`src/include/adc_port_pkg.sv`:
```
// shared constants and carriers for the converter serial register port
// assumes a single 250 MHz system clock; every user writes adc_port_pkg::name
package adc_port_pkg;

	// ==========================================================
	// serial word layout
	localparam int WORD_BITS = 16;
	localparam int DATA_BITS = 14;
	localparam logic [4:0] BIT_CNT_LAST = 5'h0F;

	// write address codes, top two bits of a word
	localparam logic [1:0] WADDR_NONE = 2'h0;
	localparam logic [1:0] WADDR_TEST = 2'h1;
	localparam logic [1:0] WADDR_CAL = 2'h2;
	localparam logic [1:0] WADDR_CTRL = 2'h3;

	// read source codes held in the control register
	localparam logic [1:0] RSEL_RESULT = 2'h0;
	localparam logic [1:0] RSEL_TEST = 2'h1;
	localparam logic [1:0] RSEL_CAL = 2'h2;
	localparam logic [1:0] RSEL_STATUS = 2'h3;

	// ==========================================================
	// control register fields and reset
	localparam logic [13:0] CTRL_RESET = 14'h0000;
	localparam logic [13:0] TEST_RESET = 14'h0000;
	localparam logic [13:0] CAL_RESET = 14'h0000;
	localparam int CTRL_RDSEL_LO = 6;
	localparam int CTRL_RDSEL_HI = 7;
	localparam int CTRL_MODE1_BIT = 5;
	localparam int CTRL_CONVST_BIT = 4;
	localparam int CTRL_STCAL_BIT = 0;

	// status register fields
	localparam int STAT_BUSY_BIT = 0;
	localparam int STAT_CAL_BIT = 1;
	localparam int STAT_OVR_BIT = 2;
	localparam int STAT_MODE1_BIT = 3;
	localparam int STAT_PTR_LO = 4;
	localparam int STAT_PTR_HI = 7;

	// ==========================================================
	// calibration bank and master clock timing
	localparam int CAL_REG_COUNT = 10;
	localparam int CAL_PTR_W = 4;
	localparam int CONV_MCLKS = 18;
	localparam int CAL_MCLKS = 64;
	localparam int MCLK_CNT_W = 8;

	// received word as it travels through the buffer
	typedef struct packed {
		logic [1:0] addr;
		logic [13:0] data;
	} rx_word_type;

	// converter activity
	typedef enum logic [1:0] {
		OP_IDLE,
		OP_CONVERT,
		OP_CALIBRATE
	} op_state_type;

endpackage

```
`src/design/pin_sync.sv`:
```
// two flip-flop synchroniser for a bus of unrelated inputs
// assumes the bits are independent levels; no word coherency is given
`timescale 1ns/1ps
`default_nettype none

module pin_sync #(
	parameter int WIDTH = 1
) (
	// clock and reset
	input wire logic clock,
	input wire logic nrst,
	input wire logic ce,
	// raw and synchronised levels
	input wire logic [WIDTH-1:0] async_in,
	output logic [WIDTH-1:0] sync_out
);

	// ==========================================================
	// width check
	if (WIDTH < 1) begin : g_bad_width
		$error("pin_sync width must be at least one");
	end

	logic [WIDTH-1:0] meta_ff;
	logic [WIDTH-1:0] stable_ff;

	// first stage feeds only the second stage
	always_ff @(posedge clock or negedge nrst) begin
		if (!nrst) begin
			meta_ff <= '0;
			stable_ff <= '0;
		end else if (ce) begin
			meta_ff <= async_in;
			stable_ff <= meta_ff;
		end
	end

	assign sync_out = stable_ff;

endmodule

`default_nettype wire

```
`src/design/two_entry_buffer.sv`:
```
// small first-in first-out buffer with valid/ready on both sides
// assumes both sides on the same clock; default depth is two words
`timescale 1ns/1ps
`default_nettype none

module two_entry_buffer #(
	parameter int WIDTH = 16,
	parameter int DEPTH = 2
) (
	// clock and reset
	input wire logic clock,
	input wire logic nrst,
	input wire logic ce,
	// filling side
	input wire logic in_valid,
	output logic in_ready,
	input wire logic [WIDTH-1:0] in_data,
	// draining side
	output logic out_valid,
	input wire logic out_ready,
	output logic [WIDTH-1:0] out_data
);

	localparam int PW = (DEPTH > 1) ? $clog2(DEPTH) : 1;
	localparam int CW = $clog2(DEPTH + 1);

	// ==========================================================
	// parameter checks
	if (DEPTH < 2 || WIDTH < 1) begin : g_bad_shape
		$error("two_entry_buffer needs depth of two or more");
	end

	logic [WIDTH-1:0] mem_ff [DEPTH];
	logic [PW-1:0] wr_ptr_ff, nxt_wr_ptr, rd_ptr_ff, nxt_rd_ptr;
	logic [CW-1:0] count_ff, nxt_count;
	logic push, pop;

	// honest full and empty
	assign in_ready = (count_ff != CW'(DEPTH));
	assign out_valid = (count_ff != '0);
	assign out_data = mem_ff[rd_ptr_ff];
	assign push = in_valid && in_ready;
	assign pop = out_valid && out_ready;

	// pointer and occupancy next values
	always_comb begin
		nxt_wr_ptr = wr_ptr_ff;
		nxt_rd_ptr = rd_ptr_ff;
		nxt_count = count_ff;
		if (push) begin
			nxt_wr_ptr = (wr_ptr_ff == PW'(DEPTH - 1)) ? '0 : wr_ptr_ff + 1'b1;
		end
		if (pop) begin
			nxt_rd_ptr = (rd_ptr_ff == PW'(DEPTH - 1)) ? '0 : rd_ptr_ff + 1'b1;
		end
		if (push && !pop) begin
			nxt_count = count_ff + 1'b1;
		end else if (pop && !push) begin
			nxt_count = count_ff - 1'b1;
		end
	end

	// registers
	always_ff @(posedge clock or negedge nrst) begin
		if (!nrst) begin
			wr_ptr_ff <= '0;
			rd_ptr_ff <= '0;
			count_ff <= '0;
		end else if (ce) begin
			wr_ptr_ff <= nxt_wr_ptr;
			rd_ptr_ff <= nxt_rd_ptr;
			count_ff <= nxt_count;
		end
	end

	// storage, written only on an accepted push
	always_ff @(posedge clock) begin
		if (ce && push) begin
			mem_ff[wr_ptr_ff] <= in_data;
		end
	end

endmodule

`default_nettype wire

```
`src/design/adc_serial_register_port.sv`:
```
// serial host port and register set of a multi-channel sampling converter
// assumes the host makes the serial clock and frame; all pins are sampled on clock
`timescale 1ns/1ps
`default_nettype none

// Overview of operation
// - read words leave on the data output, sixteen bits, most significant first
// - data input pin turns to output for reads when interface mode one is set
// - frame sync is active low; transfers happen only while it is low
// - conversion and calibration lengths are counted in master clock edges
// - reset gives defaults; nothing needs writing before a result read
// - software conversion start and calibration need extra control writes
// - control, result, status, test and ten calibration registers exist
// - control write only, result and status read only, test and calibration both
// - top two bits pick none, test, calibration or control; fourteen bits data
// - a write lands only after all sixteen bits arrived
// - two control bits pick the read source; reset selects the result
module adc_serial_register_port #(
	parameter int CAL_REGS = adc_port_pkg::CAL_REG_COUNT,
	parameter int CONV_MCLKS = adc_port_pkg::CONV_MCLKS,
	parameter int CAL_MCLKS = adc_port_pkg::CAL_MCLKS
) (
	// clock and reset
	input wire logic clock,
	input wire logic nrst,
	input wire logic ce,
	// serial link pins
	input wire logic sclk,
	input wire logic sync_n,
	input wire logic din_i,
	output logic din_o,
	output logic din_oe,
	output logic dout,
	// converter core side
	input wire logic master_clock_in,
	input wire logic [13:0] sample_data,
	output logic busy,
	output logic word_ready,
	output logic [13:0] ctrl_out
);

	localparam int MW = adc_port_pkg::MCLK_CNT_W;
	// ==========================================================
	// parameter checks
	if (CAL_REGS < 1 || CAL_REGS > 15 || CONV_MCLKS < 1 || CAL_MCLKS < 1 ||
		CONV_MCLKS > 2 ** MW || CAL_MCLKS > 2 ** MW) begin : g_bad_param
		$error("adc_serial_register_port parameters out of range");
	end

	// ==========================================================
	// pin synchronisers; clock and frame enter inverted so cleared flops match their idle high level
	logic [3:0] pins_s;
	logic sclk_low_s, sclk_s, frame_s, din_s, mclk_s;

	pin_sync #(.WIDTH(4)) u_pin_sync (
		.clock(clock),
		.nrst(nrst),
		.ce(ce),
		.async_in({~sclk, ~sync_n, din_i, master_clock_in}),
		.sync_out(pins_s)
	);
	assign {sclk_low_s, frame_s, din_s, mclk_s} = pins_s;
	assign sclk_s = !sclk_low_s;

	// ==========================================================
	// serial shifter state
	logic frame_ff, nxt_frame, sclk_ff, nxt_sclk, mclk_ff, nxt_mclk;
	logic mode1_frame_ff, nxt_mode1_frame, done_ff, nxt_done;
	logic [4:0] bit_cnt_ff, nxt_bit_cnt;
	logic [15:0] rx_sh_ff, nxt_rx_sh, tx_sh_ff, nxt_tx_sh;
	logic [13:0] ctrl_ff, nxt_ctrl;
	logic frame, frame_start, sclk_rise, sclk_fall, mclk_rise, push;
	logic [15:0] rd_word;
	adc_port_pkg::rx_word_type in_word, head_word;
	logic buf_in_ready, buf_valid, buf_ready, pop;

	assign frame = frame_s;
	assign frame_start = frame && !frame_ff;
	assign sclk_rise = sclk_s && !sclk_ff;
	assign sclk_fall = !sclk_s && sclk_ff;
	assign mclk_rise = mclk_s && !mclk_ff;
	assign in_word = adc_port_pkg::rx_word_type'({rx_sh_ff[14:0], din_s});

	// shift in on falling, shift out on rising serial clock
	always_comb begin
		nxt_frame = frame;
		nxt_sclk = sclk_s;
		nxt_mclk = mclk_s;
		nxt_mode1_frame = mode1_frame_ff;
		nxt_done = done_ff;
		nxt_bit_cnt = bit_cnt_ff;
		nxt_rx_sh = rx_sh_ff;
		nxt_tx_sh = tx_sh_ff;
		push = 1'b0;
		if (frame_start) begin
			nxt_tx_sh = rd_word;
			nxt_bit_cnt = '0;
			nxt_done = 1'b0;
			nxt_mode1_frame = ctrl_ff[adc_port_pkg::CTRL_MODE1_BIT];
		end else if (frame) begin
			if (sclk_rise) begin
				nxt_tx_sh = {tx_sh_ff[14:0], 1'b0};
			end
			if (sclk_fall && !done_ff && !mode1_frame_ff) begin
				nxt_rx_sh = {rx_sh_ff[14:0], din_s};
				if (bit_cnt_ff == adc_port_pkg::BIT_CNT_LAST) begin
					push = 1'b1;
					nxt_done = 1'b1;
					nxt_bit_cnt = '0;
				end else begin
					nxt_bit_cnt = bit_cnt_ff + 1'b1;
				end
			end
		end else begin
			nxt_bit_cnt = '0;
			nxt_done = 1'b0;
			nxt_mode1_frame = 1'b0;
		end
	end

	// shifter registers
	always_ff @(posedge clock or negedge nrst) begin
		if (!nrst) begin
			frame_ff <= 1'b0;
			sclk_ff <= 1'b1; // idle level of the serial clock
			mclk_ff <= 1'b0;
			mode1_frame_ff <= 1'b0;
			done_ff <= 1'b0;
			bit_cnt_ff <= '0;
			rx_sh_ff <= '0;
			tx_sh_ff <= '0;
		end else if (ce) begin
			frame_ff <= nxt_frame;
			sclk_ff <= nxt_sclk;
			mclk_ff <= nxt_mclk;
			mode1_frame_ff <= nxt_mode1_frame;
			done_ff <= nxt_done;
			bit_cnt_ff <= nxt_bit_cnt;
			rx_sh_ff <= nxt_rx_sh;
			tx_sh_ff <= nxt_tx_sh;
		end
	end

	// pin drive: mode one reads back over the data input pin
	assign dout = tx_sh_ff[15] && !mode1_frame_ff;
	assign din_o = tx_sh_ff[15];
	assign din_oe = frame_ff && mode1_frame_ff;

	// ==========================================================
	// word buffer between shifter and register writer
	two_entry_buffer #(.WIDTH($bits(adc_port_pkg::rx_word_type)), .DEPTH(2)) u_word_buffer (
		.clock(clock),
		.nrst(nrst),
		.ce(ce),
		.in_valid(push),
		.in_ready(buf_in_ready),
		.in_data(in_word),
		.out_valid(buf_valid),
		.out_ready(buf_ready),
		.out_data(head_word)
	);
	assign word_ready = buf_in_ready;

	// ==========================================================
	// register set and converter sequencing
	logic [13:0] test_ff, nxt_test, result_ff, nxt_result;
	logic [13:0] cal_ff [CAL_REGS], nxt_cal [CAL_REGS];
	logic [3:0] cal_ptr_ff, nxt_cal_ptr;
	logic overrun_ff, nxt_overrun;
	logic [MW-1:0] mclk_cnt_ff, nxt_mclk_cnt;
	adc_port_pkg::op_state_type op_ff, nxt_op;
	logic [1:0] rd_sel;
	logic [15:0] status_word;
	// control writes wait while the converter is busy
	assign buf_ready = !(head_word.addr == adc_port_pkg::WADDR_CTRL && op_ff != adc_port_pkg::OP_IDLE);
	assign pop = buf_valid && buf_ready;
	assign rd_sel = ctrl_ff[adc_port_pkg::CTRL_RDSEL_HI:adc_port_pkg::CTRL_RDSEL_LO];

	// status view of block state
	always_comb begin
		status_word = '0;
		status_word[adc_port_pkg::STAT_BUSY_BIT] = (op_ff != adc_port_pkg::OP_IDLE);
		status_word[adc_port_pkg::STAT_CAL_BIT] = (op_ff == adc_port_pkg::OP_CALIBRATE);
		status_word[adc_port_pkg::STAT_OVR_BIT] = overrun_ff;
		status_word[adc_port_pkg::STAT_MODE1_BIT] = ctrl_ff[adc_port_pkg::CTRL_MODE1_BIT];
		status_word[adc_port_pkg::STAT_PTR_HI:adc_port_pkg::STAT_PTR_LO] = cal_ptr_ff;
	end

	// read source mux; control is never a source
	always_comb begin
		case (rd_sel)
			adc_port_pkg::RSEL_RESULT: rd_word = {2'h0, result_ff};
			adc_port_pkg::RSEL_TEST: rd_word = {2'h0, test_ff};
			adc_port_pkg::RSEL_CAL: rd_word = {2'h0, cal_ff[cal_ptr_ff]};
			default: rd_word = status_word;
		endcase
	end

	// register writes, read side effects and sequencing
	always_comb begin
		nxt_ctrl = ctrl_ff;
		nxt_test = test_ff;
		nxt_result = result_ff;
		nxt_cal = cal_ff;
		nxt_cal_ptr = cal_ptr_ff;
		nxt_overrun = overrun_ff;
		nxt_mclk_cnt = mclk_cnt_ff;
		nxt_op = op_ff;
		if (frame_start) begin
			nxt_ctrl[adc_port_pkg::CTRL_MODE1_BIT] = 1'b0;
			if (rd_sel == adc_port_pkg::RSEL_CAL) begin
				nxt_cal_ptr = (cal_ptr_ff == 4'(CAL_REGS - 1)) ? '0 : cal_ptr_ff + 1'b1;
			end
			if (rd_sel == adc_port_pkg::RSEL_STATUS) begin
				nxt_overrun = 1'b0;
			end
		end
		if (push && !buf_in_ready) begin
			nxt_overrun = 1'b1; // set wins over the read clear
		end
		if (pop) begin
			case (head_word.addr)
				adc_port_pkg::WADDR_TEST: nxt_test = head_word.data;
				adc_port_pkg::WADDR_CAL: begin
					nxt_cal[cal_ptr_ff] = head_word.data;
					nxt_cal_ptr = (cal_ptr_ff == 4'(CAL_REGS - 1)) ? '0 : cal_ptr_ff + 1'b1;
				end
				adc_port_pkg::WADDR_CTRL: begin
					nxt_ctrl = head_word.data;
					nxt_cal_ptr = '0;
				end
				default: nxt_test = test_ff;
			endcase
		end
		case (op_ff)
			adc_port_pkg::OP_IDLE: begin
				nxt_mclk_cnt = '0;
				if (ctrl_ff[adc_port_pkg::CTRL_STCAL_BIT]) begin
					nxt_op = adc_port_pkg::OP_CALIBRATE;
				end else if (ctrl_ff[adc_port_pkg::CTRL_CONVST_BIT]) begin
					nxt_op = adc_port_pkg::OP_CONVERT;
				end
			end
			adc_port_pkg::OP_CONVERT: begin
				if (mclk_rise) begin
					if (mclk_cnt_ff == MW'(CONV_MCLKS - 1)) begin
						nxt_op = adc_port_pkg::OP_IDLE;
						nxt_result = sample_data;
						nxt_ctrl[adc_port_pkg::CTRL_CONVST_BIT] = 1'b0;
					end else begin
						nxt_mclk_cnt = mclk_cnt_ff + 1'b1;
					end
				end
			end
			adc_port_pkg::OP_CALIBRATE: begin
				if (mclk_rise) begin
					if (mclk_cnt_ff == MW'(CAL_MCLKS - 1)) begin
						nxt_op = adc_port_pkg::OP_IDLE;
						nxt_ctrl[adc_port_pkg::CTRL_STCAL_BIT] = 1'b0;
					end else begin
						nxt_mclk_cnt = mclk_cnt_ff + 1'b1;
					end
				end
			end
			default: nxt_op = adc_port_pkg::OP_IDLE;
		endcase
	end

	// register set, cleared to defaults at reset
	always_ff @(posedge clock or negedge nrst) begin
		if (!nrst) begin
			ctrl_ff <= adc_port_pkg::CTRL_RESET;
			test_ff <= adc_port_pkg::TEST_RESET;
			result_ff <= '0;
			for (int i = 0; i < CAL_REGS; i++) begin
				cal_ff[i] <= adc_port_pkg::CAL_RESET;
			end
			cal_ptr_ff <= '0;
			overrun_ff <= 1'b0;
			mclk_cnt_ff <= '0;
			op_ff <= adc_port_pkg::OP_IDLE;
		end else if (ce) begin
			ctrl_ff <= nxt_ctrl;
			test_ff <= nxt_test;
			result_ff <= nxt_result;
			cal_ff <= nxt_cal;
			cal_ptr_ff <= nxt_cal_ptr;
			overrun_ff <= nxt_overrun;
			mclk_cnt_ff <= nxt_mclk_cnt;
			op_ff <= nxt_op;
		end
	end
	assign busy = (op_ff != adc_port_pkg::OP_IDLE);
	assign ctrl_out = ctrl_ff;
endmodule

`default_nettype wire

```
`config.mk`:
```
export PLATFORM = sky130hd
export DESIGN_NAME = adc_serial_register_port
export DESIGN_NICKNAME = d
export VERILOG_FILES = /design/src/include/adc_port_pkg.sv /design/src/design/pin_sync.sv /design/src/design/two_entry_buffer.sv /design/src/design/adc_serial_register_port.sv
export SDC_FILE = /design/constraint.sdc
export NUM_CORES = 1
export LEC_CHECK = 0
export ABC_AREA = 1
export BUFFER_PORTS_ARGS = -buffer_cell sky130_fd_sc_hd__buf_2
export CORE_MARGIN = 2
export CORE_UTILIZATION = 35
export DETAILED_ROUTE_END_ITERATION = 12
export GPL_TIMING_DRIVEN = 0
export PLACE_DENSITY = 0.5
export SLEW_MARGIN = 20
export SYNTH_ARGS = -nofsm -noshare
export SYNTH_HDL_FRONTEND = slang
export SYNTH_SLANG_ARGS = --single-unit
```
`constraint.sdc`:
```
create_clock -name clock -period 4.4 [get_ports clock]
set_clock_uncertainty 0.15 [all_clocks]
set_input_delay 0 -clock clock [delete_from_list [all_inputs] [get_ports clock]]
set_output_delay 0 -clock clock [all_outputs]
set_load 0.05 [all_outputs]
```
; ---- Word-level counts from Yosys, hierarchy flattened
; Memories as Yosys holds them, arrays and structs flattened.
; Cells that the tools add are included.
[totals]
input_bits = 21
reg_bits = 250
elab_cells = 178
out_inout_bits = 19
memories = 1
ramBits = 32
[classes]
n_addsub = 7
n_reduce_logical = 51
n_eq_ne = 23
muxes = 59
bitwise = 4
order_cmp = 2
[mem_list]
columns = memory, words, word_bits, read_ports, rd_clocked_by_memory_dff, wr, line
row1 = u_word_buffer.mem_ff, 2, 16, 1, 0, 1, two_entry_buffer.sv:33  ; logic [WIDTH-1:0] mem_ff [DEPTH];
[ops]
columns = operator, count
row1 = $bwmux 140, 1
row2 = $bmux 14 s4, 1
row3 = $demux 14 s4, 1
row4 = $mux 16, 3
row5 = $mux 14, 3
row6 = $pmux 14 s3, 1
row7 = $mux 8, 4
row8 = $mux 1, 24
row9 = $pmux 8 s3, 1
row10 = $mux 5, 4
row11 = $reduce_and 3->1, 6
row12 = $logic_and 1x1->1, 16
row13 = $mux 2, 8
row14 = $mux 4, 4
row15 = $ne 2x2->1 const B, 7
row16 = $reduce_bool 2->1, 7
row17 = $mux 6, 2
row18 = $reduce_and 6->1, 2
row19 = $eq 2x2->1 const B, 5
row20 = $logic_not 1->1, 10
row21 = $reduce_and 2->1, 5
row22 = $ne 3x3->1 const B, 3
row23 = $add 8x1->8 const B, 1
row24 = $eq 8x5->1 const B, 1
row25 = 19 further kinds, 26

; ---- Longest topological paths before layout
; Gate-level depths: netlist of the first run.
[logic_depth]
depth_word = 11
mapped_depth = 13
ltp_nobuf = 11

; ---- Cells and area by module
; A second synthesis of the first run with hierarchy kept.
[unflattened]
hier_cells = 1609
hier_area_um2 = 13198.9
[by_module_without_submodules]
columns = mod, cells_each, seq_area_each_um2, n_inst, area_per_inst_um2
row1 = adc_serial_register_port, 1459, 5957.0, 1, 11474.8
row2 = two_entry_buffer, 116, 1061.0, 1, 1418.9
row3 = pin_sync, 34, 200.2, 1, 305.3

; ---- Worst setup path before layout of the first run
; No wires, ideal clock.
[synth_path]
path_type = register to register
start = register sclk_ff
end = memory u_word_buffer.mem_ff[1][0], enable pin
required_ns = 3.862
arrival_time_ns = 1.853
setup_ns = 0.388
path_buffers = 0
path_slack_ns = 2.008
synth_period_minus_slack_ns = 2.392
stages_incl_launch_ff = 5
cell_sequence = dfstp_2 > nand4_1 > nor2_2 > nand3_1 > nor2_1
[synth_via]
elab_chain_cells = 10
[synth_lines]
columns = item, line
row1 = from (decl), adc_serial_register_port.sv:67  ; logic frame_ff, nxt_frame, sclk_ff, nxt_sclk, mclk_ff, nxt_mclk;
row2 = from (signal assigned), adc_serial_register_port.sv:134  ; sclk_ff <= nxt_sclk;
row3 = $logic_and 1x1->1, adc_serial_register_port.sv:80  ; assign sclk_fall = !sclk_s && sclk_ff;
row4 = $logic_and 1x1->1 (2 in a row), adc_serial_register_port.sv:104  ; if (sclk_fall && !done_ff && !mode1_frame_ff) begin
row5 = $mux 1, adc_serial_register_port.sv:104
row6 = $mux 1, adc_serial_register_port.sv:100  ; end else if (frame) begin
row7 = $mux 1, adc_serial_register_port.sv:95  ; if (frame_start) begin
row8 = $logic_and 1x1->1, two_entry_buffer.sv:42  ; assign push = in_valid && in_ready;
row9 = $logic_and 1x1->1, two_entry_buffer.sv:78  ; if (ce && push) begin
row10 = $mux 1, two_entry_buffer.sv:78
row11 = $mux 1 (implied by the code), two_entry_buffer.sv:79  ; mem_ff[wr_ptr_ff] <= in_data;
row12 = to (decl), two_entry_buffer.sv:33
; Every way passes these cells.

; ---- Worst setup path in the final report of the first run
[layout_path]
start = register mode1_frame_ff
end = memory u_word_buffer.mem_ff[1][1], enable pin
[layout_via]
elab_chain_cells = 9
[layout_lines]
columns = item, line
row1 = from (decl), adc_serial_register_port.sv:68  ; logic mode1_frame_ff, nxt_mode1_frame, done_ff, nxt_done;
row2 = from (signal assigned), adc_serial_register_port.sv:136  ; mode1_frame_ff <= nxt_mode1_frame;
row3 = $logic_not 1->1, adc_serial_register_port.sv:104
row4 = $logic_and 1x1->1, adc_serial_register_port.sv:104
row5 = $mux 1, adc_serial_register_port.sv:104
row6 = $mux 1, adc_serial_register_port.sv:100
row7 = $mux 1, adc_serial_register_port.sv:95
row8 = $logic_and 1x1->1, two_entry_buffer.sv:42
row9 = $logic_and 1x1->1, two_entry_buffer.sv:78
row10 = $mux 1, two_entry_buffer.sv:78
row11 = $mux 1 (implied by the code), two_entry_buffer.sv:79
; Every way passes these cells.

==> results.md, run 1 <==
- Status: finished clean
- Final Util: 41.74%
- Slew Limit Fails: 0
- Max Cap Violations: 0
- Post-synth top cells: 622 x nand2_1, 249 x dfrtp_1, 170 x o21ai_0
- Reg2Reg Setup Slack: 1760 ps
- Cell area after layout: 15320 um2
- Total grt overflow: 0
- PwrDens: 655.8 nW/um2
- Total track usage: 20.62%
- Pin count of the biggest net entering global routing: 91
- Final Hold Viols: 0
- Most common cell in the netlist: nand2_1
- Final WL: 38720 um
- Fmax: 378.4 MHz
- Synth Warn #: 0
- Net Sw Power: 4.023 mW
- # H-tree levels: 2
- Placed cell area: 13930 um2
- IO buf count: 38
- Worst Setup End Kind: flip-flop
- # diodes: 0
- Num CTS Buffers: 34
- Post-Place Setup Slack: 1722 ps
- Switching share of power: 40.05%
- Die width: 197.2 um
- R2R depth: 5
- Synth top area share: 47.72%
- Net Count, Synth: 1613
- Slew HR: 42.20%
- Post-route minimum period: 2642 ps
- Cells after Synth: 1584
- Final setup viols: 0
- Worst Hold Depth: 3
- Library cells used by synthesis: 39
- Final setup margin: 1758 ps
- Largest cells by area after synthesis: dfrtp_1 48%, nand2_1 18%, edfxtp_1 7.4%
- CP startpoint kind: flip-flop
- Clk pin slew, worst setup/hold paths: 60 ps
- First-pass GRT wire length: 61300 um
- FF+latch count, synth: 282
- VDD IR-drop max: 0.3775 mV
- Crit Path Max Fanout: 16
- Initial DRT Pass Iterations: 6
- Total number of vias: 10560
- Die height: 197.2 um
- EDFF count, synth: 32
- Initial core utilization: 35.58%
- Clk_lat worst skew: 510 ps
- Clock Power Share: 28.4%
- ANT nets after route: 0
- Vias in the first global route: 10570
- Post-Synthesis Cell Area: 13060 um2
- Post-synth top area cell: dfrtp_1
- HPWL Detailed: 26670 um
- CTS max path bufs: 3
- Pleak: 7.573 nW
- Worst Path Required: 4370 ps
- Vias per cell: 4.849
- RSZ-0062 raised after global routing: false
- Antenna violations before repair: 0
- Post-CTS Resized: 0
- Layout cell share with drive strength beyond 1: 11.17%
- Crit Reg-Reg Endpoint: u_word_buffer.mem_ff[1][1]$_DFFE_PP_
- Power Internal: 6.022 mW
- Reg-to-reg startpoint: mode1_frame_ff$_DFFE_PN0P_
- Routability cong.: 0.9673
- Drt wl/cell: 17.78 um
- Fin crit share: 60.06%
- Worst min path class: input pin to flip-flop
- Initial DRC count: 767
- FP Rows: 70
- Hold EP: u_pin_sync.meta_ff[2]$_DFFE_PN0P_
- Setup CP Type: flip-flop to flip-flop
- Root Driver: clkbuf_16
- Logic gate share of total power: 33.9%
- Ports: 40
- TritonCTS clock tree: done
- Proportion of synthesized flip-flops having asynchronous set or reset: 88.65%
- Post-synth top flop: dfrtp_1
- Post-synthesis sequential area ratio: 55.28%
- Drc violations: 0
- Die Area: 38870 um2
- Nets: 1713
- Sink Count: 282
- Area Growth Syn to Fin: 17.30%
- Measured slew at the worst slew-check pin: 867.0 ps
- Syn_area_per_cell: 8.243 um2
- Critical Path AT: 2610 ps
- Core ar.: 36700 um2
- Min-delay src: sync_n
- Reg power frac: 37.7%
per-layer routing:
metal / wire length, um / vias up / GRT usage (%) / share of wire (%)
met5: 0 / - / 0 / 0
met4: 599 / 0 / 3.732 / 1.5
met3: 1538 / 45 / 2.663 / 4.0
met2: 17980 / 186 / 33.77 / 46
met1: 18600 / 5085 / 29.59 / 48
li1: - / 5246 / - / -
area by class of cell:
cell class	instances	area, um2
Sequential cell	282	7218
Timing Repair Buffer	64	513.0
Clock buffer	53	1077
Multi-Input combinational cell	1104	4987
Clock inverter	9	77.57
Tap cell	468	585.6
Buffer	72	377.9
Inverter	126	479.2
Fill cell	3789	21380
registers in the layout (all words and copies together), names as in the netlist, 2 cells and up:
register,count
rx_sh_ff,15
test_ff,14
op_ff,2
cal_ptr_ff,4
tx_sh_ff,16
mclk_cnt_ff,8
u_pin_sync.sync_out,4
result_ff,14
u_word_buffer.count_ff,2
u_pin_sync.meta_ff,4
ctrl_out,14
cal_ff,140
u_word_buffer.mem_ff,32
bit_cnt_ff,5
worst max path at each step:
stage / startpoint / endpoint / slack [ps] / cells after the start
after floorplan: sclk_ff$_DFFE_PN1P_ / u_word_buffer.mem_ff[1][0]$_DFFE_PP_ / 2010 / 4
after global placement: nrst / mclk_cnt_ff[3]$_DFFE_PN0P_ / -1720 / 1
after detailed placement: sclk_ff$_DFFE_PN1P_ / u_word_buffer.mem_ff[1][7]$_DFFE_PP_ / 1720 / 4
after CTS: mode1_frame_ff$_DFFE_PN0P_ / u_word_buffer.mem_ff[1][14]$_DFFE_PP_ / 1690 / 5
after global routing: mode1_frame_ff$_DFFE_PN0P_ / u_word_buffer.mem_ff[1][1]$_DFFE_PP_ / 1500 / 5
final: mode1_frame_ff$_DFFE_PN0P_ / u_word_buffer.mem_ff[1][1]$_DFFE_PP_ / 1760 / 5
critical path, stage by stage (launching register included):
cell and delay, ps:
dfrtp_1 420, nor2_1 130, nand4_1 210, nor2_2 390, nand3_1 260, nor2_2 700
cell families (layout without fill, tap and decap cells):
| logic type | after synthesis | after routing | synth area share (%) |
|---|---|---|---|
| compound gates | 286 | 286 | 11.92 |
| xor+xnor | 10 | 10 | 0.6707 |
| fa+ha+maj | 8 | 8 | 0.7666 |
| buf+inv | 198 | 324 | 6.564 |
| flops | 282 | 282 | 55.28 |
| mux | 1 | 1 | 0.07666 |
| simple gates | 799 | 799 | 24.72 |
what timing repair did:
item | CTS | global route
hold endpoints to repair | 282 | 0
hold buffers | 23 | 0
setup buffers | 0 | 0
placed cells by master, fill, tap and decap left out, drive strengths merged, types with 2 or more instances in the layout:
cell	count
a21oi	42
nor2	101
clkinvlp	3
ha	8
nand4	11
clkbuf	86
nor3	6
clkinv	7
inv	124
buf	80
xor2	10
nor4	2
a31oi	9
o21ai	231
dlygate4sd3	23
nand2	632
edfxtp	32
nand3	46
dfrtp	249
per-stage QoR:
stage	power, mW	std cells	hold slack, ps	TNS, ps
floorplan	5.951	1584	-445.6	0
global placement	7.177	2090	46.44	-420880
detailed placement	7.225	2093	-82.39	0
CTS	10.12	2178	52.48	0
global route	10.69	2178	108.3	0
finish	10.04	2178	62.73	0
power groups by stage:
stage | sequential [mW] | clock, mW | combinational (mW)
after floorplan | 3.91 | 0 | 2.04
after global placement | 3.80 | 0 | 3.37
after detailed placement | 3.82 | 0 | 3.41
after CTS | 3.78 | 2.91 | 3.43
after global routing | 3.87 | 3.01 | 3.81
final | 3.78 | 2.85 | 3.41
Note: power is estimated with default switching activity, not from simulation.
==> run 2, diff against run 1 <==
==> constraint.sdc (replaced) <==
create_clock -name clock -period 2.5 [get_ports clock]
set_clock_uncertainty 0.15 [all_clocks]
set_input_delay 0 -clock clock [delete_from_list [all_inputs] [get_ports clock]]
set_output_delay 0 -clock clock [all_outputs]
set_load 0.05 [all_outputs]
==> run 2 against run 1 <==
Net effect:
- non-clock buffer count grew 5
- largest power group unchanged
- combinational power grew 78%
- count of clock-buffer cells in the layout is the same
- via count grew 0.80%
- die area is the same
- setup slack lost 1600 ps
- global-route usage is essentially flat
- final cell count grew 0.23%
==> results.md, run 2 (same netlist as run 1, synthesis figures left out) <==
- Die Area: 38870 um2 (unchanged)
- Setup CP Type: flip-flop to flip-flop
- Num CTS Buffers: 34 (unchanged)
- Initial core utilization: 35.58% (unchanged)
- Core ar.: 36700 um2 (unchanged)
- Pleak: 7.627 nW (+0.71%)
- ANT nets after route: 0 (unchanged)
- HPWL Detailed: 26670 um (unchanged)
- Antenna violations before repair: 0 (unchanged)
- Total number of vias: 10650 (+0.80%)
- Total track usage: 20.62% (about the same)
- Reg-to-reg startpoint: cal_ptr_ff[1]$_DFFE_PN0P_
- TritonCTS clock tree: done
- Initial DRC count: 731 (-4.7%)
- CP max stage cell: dfrtp_1
- Worst min path class: input pin to flip-flop
- FP Rows: 70 (unchanged)
- Slew Limit Fails: 0 (unchanged)
- Worst setup endpoint: cal_ff[51]$_DFFE_PN0P_
- Post-Place Setup Slack: -178.3 ps (-1900 ps)
- Fin crit share: 95.14% (+35 points)
- Sequential Area: 7218 um2 (unchanged)
- Nets: 1718 (+0.29%)
- # H-tree levels: 2 (unchanged)
- Drc violations: 0 (unchanged)
- Crit Reg-Reg Endpoint: cal_ff[51]$_DFFE_PN0P_
- Worst setup startpoint: cal_ptr_ff[1]$_DFFE_PN0P_
- Layout cell share with drive strength beyond 1: 11.60% (+0.43 points)
- Crit Path Max Fanout: 10 (-6)
- PwrDens: 1151 nW/um2 (+75%)
- Final cell count without fillers: 2183 (+0.23%)
- Final WL: 38890 um (+0.44%)
- Placed Instances: 2093 (unchanged)
- Worst Setup End Kind: flip-flop
- Most flop-heavy register: cal_ff
- Sink Count: 282 (unchanged)
- Tot Pwr: 17.76 mW (+77%)
- Slew HR: 41.33% (-0.87 points)
- Number of flip-flops in the largest register: 140 (unchanged)
- Total grt overflow: 0 (unchanged)
- CP peak stage delay: 480 ps (-220 ps)
- Critical Path AT: 2590 ps (-20 ps)
- Fmax: 420.4 MHz (+11%)
- Most frequent cells in the layout: 621 x nand2_1, 249 x dfrtp_1, 170 x o21ai_0
- Root Driver: clkbuf_16
- Ports: 40 (unchanged)
- Area Growth Syn to Fin: 18.20%
- Post-route minimum period: 2379 ps (-263.9 ps)
- VDD IR-drop max: 0.6686 mV (+77%)
- Final setup margin: 121.5 ps (-1636 ps)
- Vias per cell: 4.877 (+0.56%)
- RSZ-0062 raised after global routing: false
- Fillers: 3783 (-0.16%)
- Area of the multi-input gates: 5032 um2 (+0.90%)
- IO buf count: 38 (unchanged)
- Clk_lat worst skew: 510 ps (about the same)
- Worst-path cell chain: buf_2, inv_1, nor2_2, nand3_2, clkbuf_1, nand2_1, o21ai_0
- Measured slew at the worst slew-check pin: 880.0 ps (+13.08 ps)
- Most common cell after layout, fill and taps aside: nand2_1
- Drt wl/cell: 17.81 um (+0.21%)
- Pin count of the biggest net entering global routing: 91 (unchanged)
- Hold slack: 64.34 ps (+1.602 ps)
- Setup Total Neg Slack: 0 ps (unchanged)
- R2R depth: 7 (+2)
- Final Hold Viols: 0 (unchanged)
- Max Cap Violations: 0 (unchanged)
- # diodes: 0 (unchanged)
- Die height: 197.2 um (unchanged)
- Cell area after layout: 15430 um2 (+0.77%)
- Final setup viols: 0 (unchanged)
- Top flop regs: cal_ff: 140 flops, u_word_buffer.mem_ff: 32 flops, tx_sh_ff: 16 flops
- First-pass GRT wire length: 61320 um (about the same)
- Placed cell area: 13930 um2 (unchanged)
- Final Util: 42.06% (+0.32 points)
- CTS max path bufs: 3 (unchanged)
- Initial DRT Pass Iterations: 5 (-1)
- Routability cong.: 0.9673 (unchanged)
- Worst Path Required: 2710 ps (-1660 ps)
- Reg2Reg Setup Slack: 120 ps (-1640 ps)
- Die width: 197.2 um (unchanged)
- CP startpoint kind: flip-flop
- Clk pin slew, worst setup/hold paths: 60 ps (about the same)
- Vias in the first global route: 10570 (+0.057%)
- Status: finished clean
run 2: routing by layer:
metal	GRT usage, %	routed length, um
met3	2.663	1748
met4	3.732	586
met5	0	0
met1	29.59	18450
met2	33.79	18110
run 2: what timing repair did:
item,CTS,global route
gates cloned,0,0
gates resized for setup,1,11
hold endpoints to repair,282,0
buffers inserted,0,4
pin swaps,0,2
hold buffers,24,0
setup endpoints to repair,42,50
run 2: where the power goes:
group / total [mW] / leakage [nW] / switching (mW) / internal [mW]
logic: 6.07 / 3.63 / 4.41 / 1.66
registers: 6.66 / 3.43 / 0.750 / 5.91
clock network: 5.03 / 0.562 / 1.95 / 3.07
total: 17.8 / 7.63 / 7.11 / 10.6
run 2: how the worst min path moves through the flow:
stage / start / endpoint / slack, ps / cells after the start
2_1_floorplan: nrst / bit_cnt_ff[0]$_DFFE_PN0P_ / -450 / 0
6_report: sync_n / u_pin_sync.meta_ff[2]$_DFFE_PN0P_ / 60 / 3
3_5_place_dp: nrst / cal_ff[103]$_DFFE_PN0P_ / -80 / 2
4_1_cts: sync_n / u_pin_sync.meta_ff[2]$_DFFE_PN0P_ / 50 / 3
5_1_grt: sync_n / u_pin_sync.meta_ff[2]$_DFFE_PN0P_ / 110 / 3
3_3_place_gp: sync_n / u_pin_sync.meta_ff[2]$_DFFE_PN0P_ / 50 / 2
run 2: final cells by class:
cell class / instances / share of cell area, %
sequential: 282 / 46.77
multi-input combinational: 1104 / 32.61
clock buffer: 53 / 6.980
tap: 468 / 3.794
timing repair buffer: 69 / 3.745
inverter: 126 / 3.105
buffer: 72 / 2.497
clock inverter: 9 / 0.5026
run 2: worst max-delay path, delay by kind of cell, from the launching register on:
family,cells,cell delay [ps]
and+or+nand+nor,3,790
buffers and inverters,3,720
DFF,1,480
AOI/OAI and AO/OA,1,90
